==> src/logic/isc_consts.svh <==
/*
  Constants of the interrupt signaling channel endpoint: command codes,
  register offsets, field positions and sizes.
  Assumes it is included by bare name from files under logic/.
*/
`ifndef ISC_CONSTS_SVH
`define ISC_CONSTS_SVH

// upstream command codes (from the interrupt source)
`define ISC_UP_RESET       3'h0
`define ISC_UP_INT         3'h1
`define ISC_UP_RSACK       3'h2
`define ISC_UP_QUIESCE     3'h3
`define ISC_UP_FLUSHACK    3'h4
`define ISC_UP_IMPDEF      3'h7

// downstream command codes (to the interrupt source)
`define ISC_DN_RESETACK    3'h0
`define ISC_DN_RESAMPLE    3'h2
`define ISC_DN_QACK        3'h3
`define ISC_DN_FLUSH       3'h4

// register byte offsets
`define ISC_ADDR_CTRL      8'h00
`define ISC_ADDR_STATUS    8'h04
`define ISC_LEVEL_PAGE     3'h1
`define ISC_PAGE_MSB       7
`define ISC_PAGE_LSB       5
`define ISC_WORD_MSB       4
`define ISC_WORD_LSB       2

// control register fields
`define ISC_CTRL_GO        0
`define ISC_CTRL_IDV       1
`define ISC_CTRL_CLRREF    2
`define ISC_CTRL_ID_LSB    8
`define ISC_CTRL_ID_MSB    15

// status register fields
`define ISC_ST_ONLINE      0
`define ISC_ST_RSPEND      1
`define ISC_ST_FLPEND      2
`define ISC_ST_FLSENT      3
`define ISC_ST_REFUSED     4
`define ISC_ST_STATE_LSB   8
`define ISC_ST_STATE_MSB   10

// level memory shape
`define ISC_LEVEL_WORDS    8
`define ISC_IDX_MSB        7
`define ISC_IDX_LSB        5
`define ISC_BIT_MSB        4

`endif

==> src/logic/isc_pkg.sv <==
/*
  Types shared by the interrupt signaling channel endpoint.
  Assumes nothing of its surroundings.
*/
package isc_pkg;

  typedef enum logic [2:0] {
    ISC_OFFLINE     = 3'b000,
    ISC_FLUSH_SEND  = 3'b001,
    ISC_FLUSH_WAIT  = 3'b010,
    ISC_RSTACK_SEND = 3'b011,
    ISC_ONLINE      = 3'b100,
    ISC_DRAIN       = 3'b101
  } isc_state_e;

  typedef logic [2:0] isc_cmd_t;
  typedef logic [7:0] isc_intid_t;

endpackage

==> src/logic/isc_up_decode.sv <==
/*
  Upstream command classifier: one strobe per known command.
  Assumes command fields are valid only while upValid is high.
*/
`timescale 1ns/1ps
`include "isc_consts.svh"

module isc_up_decode (
  // command in
  input  wire logic              upValid,
  input  wire isc_pkg::isc_cmd_t upCmd,
  // strobes out
  output wire logic              isReset,
  output wire logic              isInt,
  output wire logic              isRsAck,
  output wire logic              isQuiesce,
  output wire logic              isFlushAck,
  output wire logic              isDiscard
);

  assign isReset    = upValid & (upCmd == `ISC_UP_RESET);
  assign isInt      = upValid & (upCmd == `ISC_UP_INT);
  assign isRsAck    = upValid & (upCmd == `ISC_UP_RSACK);
  assign isQuiesce  = upValid & (upCmd == `ISC_UP_QUIESCE);
  assign isFlushAck = upValid & (upCmd == `ISC_UP_FLUSHACK);
  // implementation-defined and reserved codes raise only the discard strobe
  assign isDiscard  = upValid & ~(isReset | isInt | isRsAck | isQuiesce | isFlushAck);

endmodule

==> src/logic/isc_level_mem.sv <==
/*
  Level memory: one bit per interrupt, 8 words of 32, with single-bit
  writes, a one-cycle clear of every word and a registered word read.
  Assumes clrAll and wrEn come from the same clock domain.
*/
`timescale 1ns/1ps
`include "isc_consts.svh"

module isc_level_mem (
  // system
  input  wire logic        clk,
  input  wire logic        rst_n,
  // write side
  input  wire logic        clrAll,
  input  wire logic        wrEn,
  input  wire logic [7:0]  wrIdx,
  input  wire logic        wrBit,
  // read side
  input  wire logic [2:0]  rdWord,
  output logic      [31:0] rdData
);

  wire  [31:0] bitMask = 32'h1 << wrIdx[`ISC_BIT_MSB:0];
  wire  [31:0] viewWord [`ISC_LEVEL_WORDS];

  genvar g;
  for (g = 0; g < `ISC_LEVEL_WORDS; g++) begin : g_word
    logic        live;
    logic [31:0] word;
    wire         hit  = wrEn & (wrIdx[`ISC_IDX_MSB:`ISC_IDX_LSB] == 3'(g));
    wire  [31:0] base = live ? word : 32'h0;
    // a dead word reads as zero, so a clear costs one cycle for all words
    always_ff @(posedge clk or negedge rst_n) begin
      if (!rst_n) begin
        live <= 1'h0;
        word <= 32'h0;
      end else if (clrAll) begin
        live <= 1'h0;
      end else if (hit) begin
        live <= 1'h1;
        word <= (base & ~bitMask) | (wrBit ? bitMask : 32'h0);
      end
    end
    assign viewWord[g] = base;
  end

  always_ff @(posedge clk or negedge rst_n) begin
    if (!rst_n) begin
      rdData <= 32'h0;
    end else begin
      rdData <= viewWord[rdWord];
    end
  end

endmodule

==> src/logic/isc_channel.sv <==
/*
  Routing-service end of an interrupt signaling channel: takes upstream
  commands, keeps per-interrupt levels, runs reset, flush, quiesce and
  resample exchanges and offers a classic Wishbone register slave.
  Assumes one upstream command per cycle when upValid is high, a
  downstream valid/ready handshake, and a single 40 MHz clock.
*/
// Design decisions made here: the address map and the Wishbone register port.
`timescale 1ns/1ps
`include "isc_consts.svh"

// Operation
// - service sends reset ack 0, resample 2, quiesce ack 3, flush 4, 7.
// - code 7 commands never change other commands; unsupported ones are dropped.
// - neither side sends code 7 without agreed meaning.
// - reset-ack, resample-ack-or-reset, quiesce-ack, flush-ack pair with their commands.
// - every acknowledgement arrives within bounded time.
// - at most one resample and one flush outstanding per channel.
// - edge/level: 00 down, 01 up, 10 pulse, 11 rising and held.
// - service may resample one interrupt or all interrupts.
// - unreported interrupts after whole resample count as deasserted.
// - reset order: reset, flush, flush ack, reset ack.
// - service sends at most one flush per channel reset.
// - after quiesce: finish outstanding, no resample, then quiesce ack, offline.
module isc_channel (
  // system
  input  wire logic                clk,
  input  wire logic                rst_n,
  // wishbone slave
  input  wire logic                wb_cyc_i,
  input  wire logic                wb_stb_i,
  input  wire logic                wb_we_i,
  input  wire logic [7:0]          wb_adr_i,
  input  wire logic [3:0]          wb_sel_i,
  input  wire logic [31:0]         wb_dat_i,
  output logic      [31:0]         wb_dat_o,
  output logic                     wb_ack_o,
  // upstream commands
  input  wire logic                upValid,
  input  wire isc_pkg::isc_cmd_t   upCmd,
  input  wire isc_pkg::isc_intid_t upIntId,
  input  wire logic                upEdge,
  input  wire logic                upLevel,
  // downstream commands
  output logic                     dnValid,
  output isc_pkg::isc_cmd_t        dnCmd,
  output logic                     dnIdValid,
  output isc_pkg::isc_intid_t      dnIntId,
  input  wire logic                dnReady,
  // events and state
  output logic                     edgeEvent,
  output isc_pkg::isc_intid_t      edgeEventId,
  output logic                     online
);

  isc_pkg::isc_state_e st;
  isc_pkg::isc_state_e next_st;
  logic                resamplePending;
  logic                flushPending;
  logic                flushSent;
  logic                rsRefused;
  logic                ctrlIdv;
  isc_pkg::isc_intid_t ctrlId;
  logic                busAct;
  logic [31:0]         memRdata;
  logic [31:0]         statusWord;
  logic [31:0]         ctrlWord;
  logic                isReset;
  logic                isInt;
  logic                isRsAck;
  logic                isQuiesce;
  logic                isFlushAck;
  logic                isDiscard;
  isc_pkg::isc_cmd_t   dnNextCmd;

  isc_up_decode i_isc_up_decode (
    .upValid    (upValid),
    .upCmd      (upCmd),
    .isReset    (isReset),
    .isInt      (isInt),
    .isRsAck    (isRsAck),
    .isQuiesce  (isQuiesce),
    .isFlushAck (isFlushAck),
    .isDiscard  (isDiscard)
  );

  // bus decode
  wire busStart  = wb_cyc_i & wb_stb_i & ~busAct & ~wb_ack_o;
  // a write lands on the edge at which the master samples ack high
  wire busWrite  = wb_ack_o & wb_cyc_i & wb_stb_i & wb_we_i;
  wire selCtrl   = (wb_adr_i == `ISC_ADDR_CTRL);
  wire selStatus = (wb_adr_i == `ISC_ADDR_STATUS);
  wire selLevel  = (wb_adr_i[`ISC_PAGE_MSB:`ISC_PAGE_LSB] == `ISC_LEVEL_PAGE);
  wire ctrlWr0   = busWrite & selCtrl & wb_sel_i[0];
  wire ctrlWr1   = busWrite & selCtrl & wb_sel_i[1];
  wire goReq     = ctrlWr0 & wb_dat_i[`ISC_CTRL_GO];
  wire clrRefReq = ctrlWr0 & wb_dat_i[`ISC_CTRL_CLRREF];
  wire rsIdvNow  = ctrlWr0 ? wb_dat_i[`ISC_CTRL_IDV] : ctrlIdv;
  wire [7:0] rsIdNow = ctrlWr1 ? wb_dat_i[`ISC_CTRL_ID_MSB:`ISC_CTRL_ID_LSB] : ctrlId;
  wire [2:0] rdWord  = wb_adr_i[`ISC_WORD_MSB:`ISC_WORD_LSB];

  always_comb begin
    ctrlWord = 32'h0;
    ctrlWord[`ISC_CTRL_IDV] = ctrlIdv;
    ctrlWord[`ISC_CTRL_ID_MSB:`ISC_CTRL_ID_LSB] = ctrlId;
  end

  always_comb begin
    statusWord = 32'h0;
    statusWord[`ISC_ST_ONLINE]  = online;
    statusWord[`ISC_ST_RSPEND]  = resamplePending;
    statusWord[`ISC_ST_FLPEND]  = flushPending;
    statusWord[`ISC_ST_FLSENT]  = flushSent;
    statusWord[`ISC_ST_REFUSED] = rsRefused;
    statusWord[`ISC_ST_STATE_MSB:`ISC_ST_STATE_LSB] = st;
  end

  wire [31:0] readMux = selCtrl   ? ctrlWord   :
                        selStatus ? statusWord :
                        selLevel  ? memRdata   : 32'h0;

  // downstream loads; the slot is free only when nothing waits on the link
  wire inDrain    = (st == isc_pkg::ISC_DRAIN);
  wire dnFree     = ~dnValid & ~isReset;
  wire flushLoad  = dnFree & (st == isc_pkg::ISC_FLUSH_SEND) & ~isFlushAck & ~flushSent;
  wire rstAckLoad = dnFree & (st == isc_pkg::ISC_RSTACK_SEND);
  wire qackLoad   = dnFree & inDrain & ~resamplePending & ~flushPending;
  wire rsAllowed  = dnFree & (st == isc_pkg::ISC_ONLINE) & ~resamplePending & ~isQuiesce;
  wire rsLoad     = goReq & rsAllowed;
  wire rsDenied   = goReq & ~rsAllowed;
  wire anyLoad    = flushLoad | rstAckLoad | qackLoad | rsLoad;
  // levels drop on reset, on going offline and when a whole resample starts
  wire memClr     = isReset | qackLoad | (rsLoad & ~rsIdvNow);
  wire intTake    = isInt & ((st == isc_pkg::ISC_ONLINE) | inDrain);

  // only the four defined codes ever leave; code 7 is never generated
  assign dnNextCmd = flushLoad  ? `ISC_DN_FLUSH    :
                     rstAckLoad ? `ISC_DN_RESETACK :
                     qackLoad   ? `ISC_DN_QACK     : `ISC_DN_RESAMPLE;

  isc_level_mem i_isc_level_mem (
    .clk    (clk),
    .rst_n  (rst_n),
    .clrAll (memClr),
    .wrEn   (intTake),
    .wrIdx  (upIntId),
    .wrBit  (upLevel),
    .rdWord (rdWord),
    .rdData (memRdata)
  );

  always_comb begin
    next_st = st;
    case (st)
      isc_pkg::ISC_OFFLINE: begin
        next_st = st;
      end
      isc_pkg::ISC_FLUSH_SEND: begin
        // an early flush ack makes the flush needless
        if (isFlushAck) begin
          next_st = isc_pkg::ISC_RSTACK_SEND;
        end else if (flushLoad) begin
          next_st = isc_pkg::ISC_FLUSH_WAIT;
        end
      end
      isc_pkg::ISC_FLUSH_WAIT: begin
        if (!flushPending) begin
          next_st = isc_pkg::ISC_RSTACK_SEND;
        end
      end
      isc_pkg::ISC_RSTACK_SEND: begin
        if (rstAckLoad) begin
          next_st = isc_pkg::ISC_ONLINE;
        end
      end
      isc_pkg::ISC_ONLINE: begin
        if (isQuiesce) begin
          next_st = isc_pkg::ISC_DRAIN;
        end
      end
      isc_pkg::ISC_DRAIN: begin
        if (qackLoad) begin
          next_st = isc_pkg::ISC_OFFLINE;
        end
      end
      default: begin
        next_st = isc_pkg::ISC_OFFLINE;
      end
    endcase
    // a flush still outstanding from an earlier reset is not sent again
    if (isReset) begin
      next_st = flushPending ? isc_pkg::ISC_FLUSH_WAIT : isc_pkg::ISC_FLUSH_SEND;
    end
  end

  always_ff @(posedge clk or negedge rst_n) begin
    if (!rst_n) begin
      st     <= isc_pkg::ISC_OFFLINE;
      online <= 1'h0;
    end else begin
      st     <= next_st;
      online <= (next_st == isc_pkg::ISC_ONLINE) | (next_st == isc_pkg::ISC_DRAIN);
    end
  end

  // outstanding commands; the set side wins over the clear side, except flushSent, where the reset clear wins
  always_ff @(posedge clk or negedge rst_n) begin
    if (!rst_n) begin
      resamplePending <= 1'h0;
      flushPending    <= 1'h0;
      flushSent       <= 1'h0;
    end else begin
      if (rsLoad) begin
        resamplePending <= 1'h1;
      end else if (isRsAck | isReset) begin
        resamplePending <= 1'h0;
      end
      if (flushLoad) begin
        flushPending <= 1'h1;
      end else if (isFlushAck) begin
        flushPending <= 1'h0;
      end
      if (isReset) begin
        flushSent <= 1'h0;
      end else if (flushLoad) begin
        flushSent <= 1'h1;
      end
    end
  end

  always_ff @(posedge clk or negedge rst_n) begin
    if (!rst_n) begin
      dnValid   <= 1'h0;
      dnCmd     <= `ISC_DN_RESETACK;
      dnIdValid <= 1'h0;
      dnIntId   <= 8'h0;
    end else if (anyLoad) begin
      dnValid   <= 1'h1;
      dnCmd     <= dnNextCmd;
      dnIdValid <= rsLoad & rsIdvNow;
      dnIntId   <= rsLoad ? rsIdNow : 8'h0;
    end else if (dnValid & dnReady) begin
      dnValid   <= 1'h0;
    end
  end

  always_ff @(posedge clk or negedge rst_n) begin
    if (!rst_n) begin
      edgeEvent   <= 1'h0;
      edgeEventId <= 8'h0;
    end else begin
      edgeEvent   <= intTake & upEdge;
      edgeEventId <= upIntId;
    end
  end

  // register slave
  always_ff @(posedge clk or negedge rst_n) begin
    if (!rst_n) begin
      busAct   <= 1'h0;
      wb_ack_o <= 1'h0;
      wb_dat_o <= 32'h0;
    end else begin
      if (busStart) begin
        busAct <= 1'h1;
      end else if (wb_ack_o) begin
        busAct <= 1'h0;
      end
      wb_ack_o <= busAct & ~wb_ack_o;
      if (busAct & ~wb_ack_o) begin
        wb_dat_o <= readMux;
      end
    end
  end

  always_ff @(posedge clk or negedge rst_n) begin
    if (!rst_n) begin
      ctrlIdv   <= 1'h0;
      ctrlId    <= 8'h0;
      rsRefused <= 1'h0;
    end else begin
      if (ctrlWr0) begin
        ctrlIdv <= wb_dat_i[`ISC_CTRL_IDV];
      end
      if (ctrlWr1) begin
        ctrlId <= wb_dat_i[`ISC_CTRL_ID_MSB:`ISC_CTRL_ID_LSB];
      end
      if (rsDenied) begin
        rsRefused <= 1'h1;
      end else if (clrRefReq) begin
        rsRefused <= 1'h0;
      end
    end
  end
endmodule

==> config.mk <==
export PLATFORM = sky130hd
export DESIGN_NAME = isc_channel
export DESIGN_NICKNAME = d
export VERILOG_FILES = /design/src/logic/isc_pkg.sv /design/src/logic/isc_up_decode.sv /design/src/logic/isc_level_mem.sv /design/src/logic/isc_channel.sv
export VERILOG_INCLUDE_DIRS = /design/src /design/src/logic
export SDC_FILE = /design/constraint.sdc
export NUM_CORES = 1
export LEC_CHECK = 0
export ABC_AREA = 1
export BUFFER_PORTS_ARGS = -buffer_cell sky130_fd_sc_hd__clkbuf_2
export CORE_MARGIN = 1.5
export CORE_UTILIZATION = 35
export CTS_CLUSTER_SIZE = 40
export DETAILED_ROUTE_END_ITERATION = 10
export PLACE_DENSITY_LB_ADDON = 0.15
export SETUP_SLACK_MARGIN = 0.02
export SYNTH_ARGS = -nofsm -noshare
export SYNTH_HDL_FRONTEND = slang
export SYNTH_SLANG_ARGS = --single-unit
==> constraint.sdc <==
create_clock -name clk -period 4.1 [get_ports clk]
set_clock_uncertainty 0.15 [all_clocks]
set_input_delay 0.82 -clock clk [delete_from_list [all_inputs] [get_ports clk]]
set_output_delay 0.82 -clock clk [all_outputs]
set_load 0.01 [all_outputs]
==> qor.yml <==
route:
  antenna_left: 0
  wl_mm: 80.19
  wl_per_cell_microns: 23.32
  first_pass_iters: 6
  drt_iter0_drc: 2250
  viasPerCell: 5.912
  vias: 20333
  drc: 0
sta:
  setup_tns_ns: 0
  setup_violations: 0
  slew_headroom: 0.2506
  rsz0062_at_grt: "no"
  drv_slew: 0
  min_period_ns: 2.866
  post-route-period-util: 0.6990
  finalHoldViolations: 0
  fmax_mhz: 348.9
  tightest_slew_ns: 1.115
critical_path:
  cpMaxStageDelayCell: "nor3_1"
  crit_fanout: 20
  critPathRequiredTime_ns: 4.47
  reg2reg_from: "wb_ack_o"
  rr_worst_depth: 10
  rrSetupSlack_ns: 1.48
  path_class: "input pin to register"
  critPathArrivalTime_ns: 3.23
  cp_slowest_stage_delay_ns: 1.06
  cp_cell_sequence: "clkbuf_2 > inv_1 > nor3_1 > nand2_1 > o21ai_0 > nand4_1 > nand2_1"
  r2r-end: "i_isc_level_mem.g_word[6].word[23]"
  startpoint_type: "input pin"
  cpMostUsedCell: "nand2_1"
  end_kind: "register"
yosys:
  synth.top_cells.by_area: "dfrtp_1 (46%), nand2_1 (19%), nand4_1 (8.4%), nand3_1 (5.9%), o21ai_0 (5.7%)"
  yosys_warnings: 0
  synth_commonest_cells: "nand2_1 (1,014), dfrtp_1 (369), nand4_1 (267), nand3_1 (235), o21ai_0 (226)"
  yosysMostFrequentCell: "nand2_1"
  ys_types: 32
  async_reset_ff_frac: 1.000
  ys_seq_area_frac: 0.4620
  synth_largest_area_cell: "dfrtp_1"
  synth_nets: 2718
  syn_inst: 2654
  yosys.area.top_type_share: 0.4620
  synth_area_per_cell_sq_um: 7.531
  synth-seq-cells: 369
  syn_area_sq_um: 19990
  ys.flop_type: "dfrtp_1"
  synth_edf_count: 0
global_routing:
  grt.total_usage: 0.2706
  globalRoute.totalOverflow: 0
  grt_pass1_vias: 19120
  grt_pass1_wl_mm: 122.0
  antenna_found_initial: 2
  grt_max_degree: 106
floorplanning:
  chipHeight_microns: 242.0
  die_x_microns: 242.0
  start_util: 0.3545
  rows: 87
  core-area_sq_um: 56390
  die-area_sq_um: 58550
  ios: 120
pwr:
  vdd.ir_drop.worst_mv: 0.2407
  powerDensity_nw_per_um2: 396.2
  power_frac_clock: 0.456
  netSwitchingFraction: 0.2797
  switchingPower_uw: 2496
  p_comb_frac: 0.107
  power.total_uw: 8922
  p_int_uw: 6426
  p_leak_uw: 0.01127
  seq_power_share: 0.437
clock_network:
  cts_root_buf: "clkbuf_16"
  cts_tree: "yes"
  h-tree-depth: 2
  ctsHoldBuffers: 0
  cts.path.max_buffers: 3
  post_cts_resize_count: 0
  insertion_delay_ns: 0.59
  cts_sinks: 369
  cts_setup_buffers: 0
  cts_buffers: 44
  path_clk_slew_ns: 0.06
placement:
  io_buffers: 96
  hpwl_mm: 44.99
  gp_congestion: 0.8390
cells_and_area:
  final_nets: 2716
  diodes: 0
  synthToLayoutAreaGrowth_pct: 12.68
  drive_gt1_frac: 0.1073
hold_path:
  hold_path_class: "input pin to asynchronous set/reset pin"
run_status:
  status: "finished, final reports clean"
run:
  cap_viol_max_count: 0
flip-flops by register name, indices dropped and copies added, names as in the netlist, 3 cells and up:
name	count
ctrlId	8
i_isc_level_mem.g_word.word	256
i_isc_level_mem.rdData	32
dnCmd	3
i_isc_level_mem.g_word.live	8
dnIntId	8
wb_dat_o	32
edgeEventId	8
st	3
worst max path at each step:
stage,start,end,cells after the start
final,upIntId[4],i_isc_level_mem.g_word[7].word[22],7
after global routing,wb_adr_i[2],i_isc_level_mem.g_word[6].word[5],12
after CTS,upIntId[4],i_isc_level_mem.g_word[7].word[22],7
after detailed placement,upIntId[4],i_isc_level_mem.g_word[7].word[22],7
after global placement,wb_adr_i[2],i_isc_level_mem.g_word[6].word[5],12
after floorplan,wb_adr_i[4],i_isc_level_mem.g_word[4].live,11
area by class of cell:
cell class	instances	area (sq um)
Sequential cell	369	9244
Tap cell	756	945.9
Multi-Input combinational cell	2021	9500
Inverter	48	180.2
Timing Repair Buffer	168	1196
Clock inverter	12	162.7
Clock buffer	65	1291
Fill cell	5828	33870
cell usage in the layout, fill, tap and decap left out:
cell	instances
bufinv_16	4
o221ai_1	18
clkinvlp_4	1
nor3_1	10
inv_1	36
clkbuf_2	94
o22a_1	1
clkinv_1	1
a21boi_0	2
a31oi_1	44
clkbuf_1	11
o311ai_0	6
clkinv_2	7
o21ai_0	226
dfrtp_2	8
nand4_1	267
buf_12	13
nor2_8	1
nor3_2	8
o31ai_1	3
buf_8	1
nand3_1	235
nand3_2	9
nand2_1	1014
a21oi_1	67
buf_4	60
dfrtp_1	361
nand2_2	5
nand2_8	1
clkbuf_8	9
nand4_2	1
o211ai_1	7
inv_2	11
clkbuf_16	45
nor2_1	70
a32oi_1	14
nor2_2	3
nor2_4	7
o21ai_1	2
metal layers:
| metal | track usage | vias up | share of wire |
|---|---|---|---|
| met5 | 0 | - | 0 |
| met3 | 0.04475 | 194 | 0.097 |
| li1 | - | 9122 | - |
| met2 | 0.4038 | 1142 | 0.43 |
| met4 | 0.09522 | 0 | 0.035 |
| met1 | 0.3947 | 9875 | 0.44 |
metrics by stage:
step                hold WS, ns  std cells  setup WS (ns)  utilization  area, sq um
floorplan                0.2922       2654          1.712            -        19990
global placement         0.3031       3362         0.7202       0.3736        21070
detailed placement       0.3063       3362         0.6802       0.3736        21070
CTS                      0.1319       3439          1.280       0.3994        22520
global route             0.1398       3439          1.127       0.3994        22520
finish                  0.09993       3439          1.234       0.3994        22520
power by group through the flow:
stage          sequential [uW]  clock [uW]  combinational (uW)
2_1_floorplan             3930           0                 515
3_3_place_gp              3960           0                 947
3_5_place_dp              3960           0                 948
4_1_cts                   3900        4110                 952
5_1_grt                   3910        4260                1050
6_report                  3900        4070                 953
worst max-delay path, delay by kind of cell:
family | cells | cell delay, ns
AO/OA/AOI/OAI | 1 | 0.20
AND/OR/NAND/NOR | 4 | 1.68
buffers and inverters | 2 | 0.52
cells by family (layout without fill, tap and decap cells):
group / Yosys count / after routing / share of synthesized area
AOI/OAI and AO/OA: 390 / 390 / 0.1092
buffers and inverters: 264 / 293 / 0.06611
and+or+nand+nor: 1631 / 1631 / 0.3627
DFF: 369 / 369 / 0.4620
(Power assumes the default switching activity.)
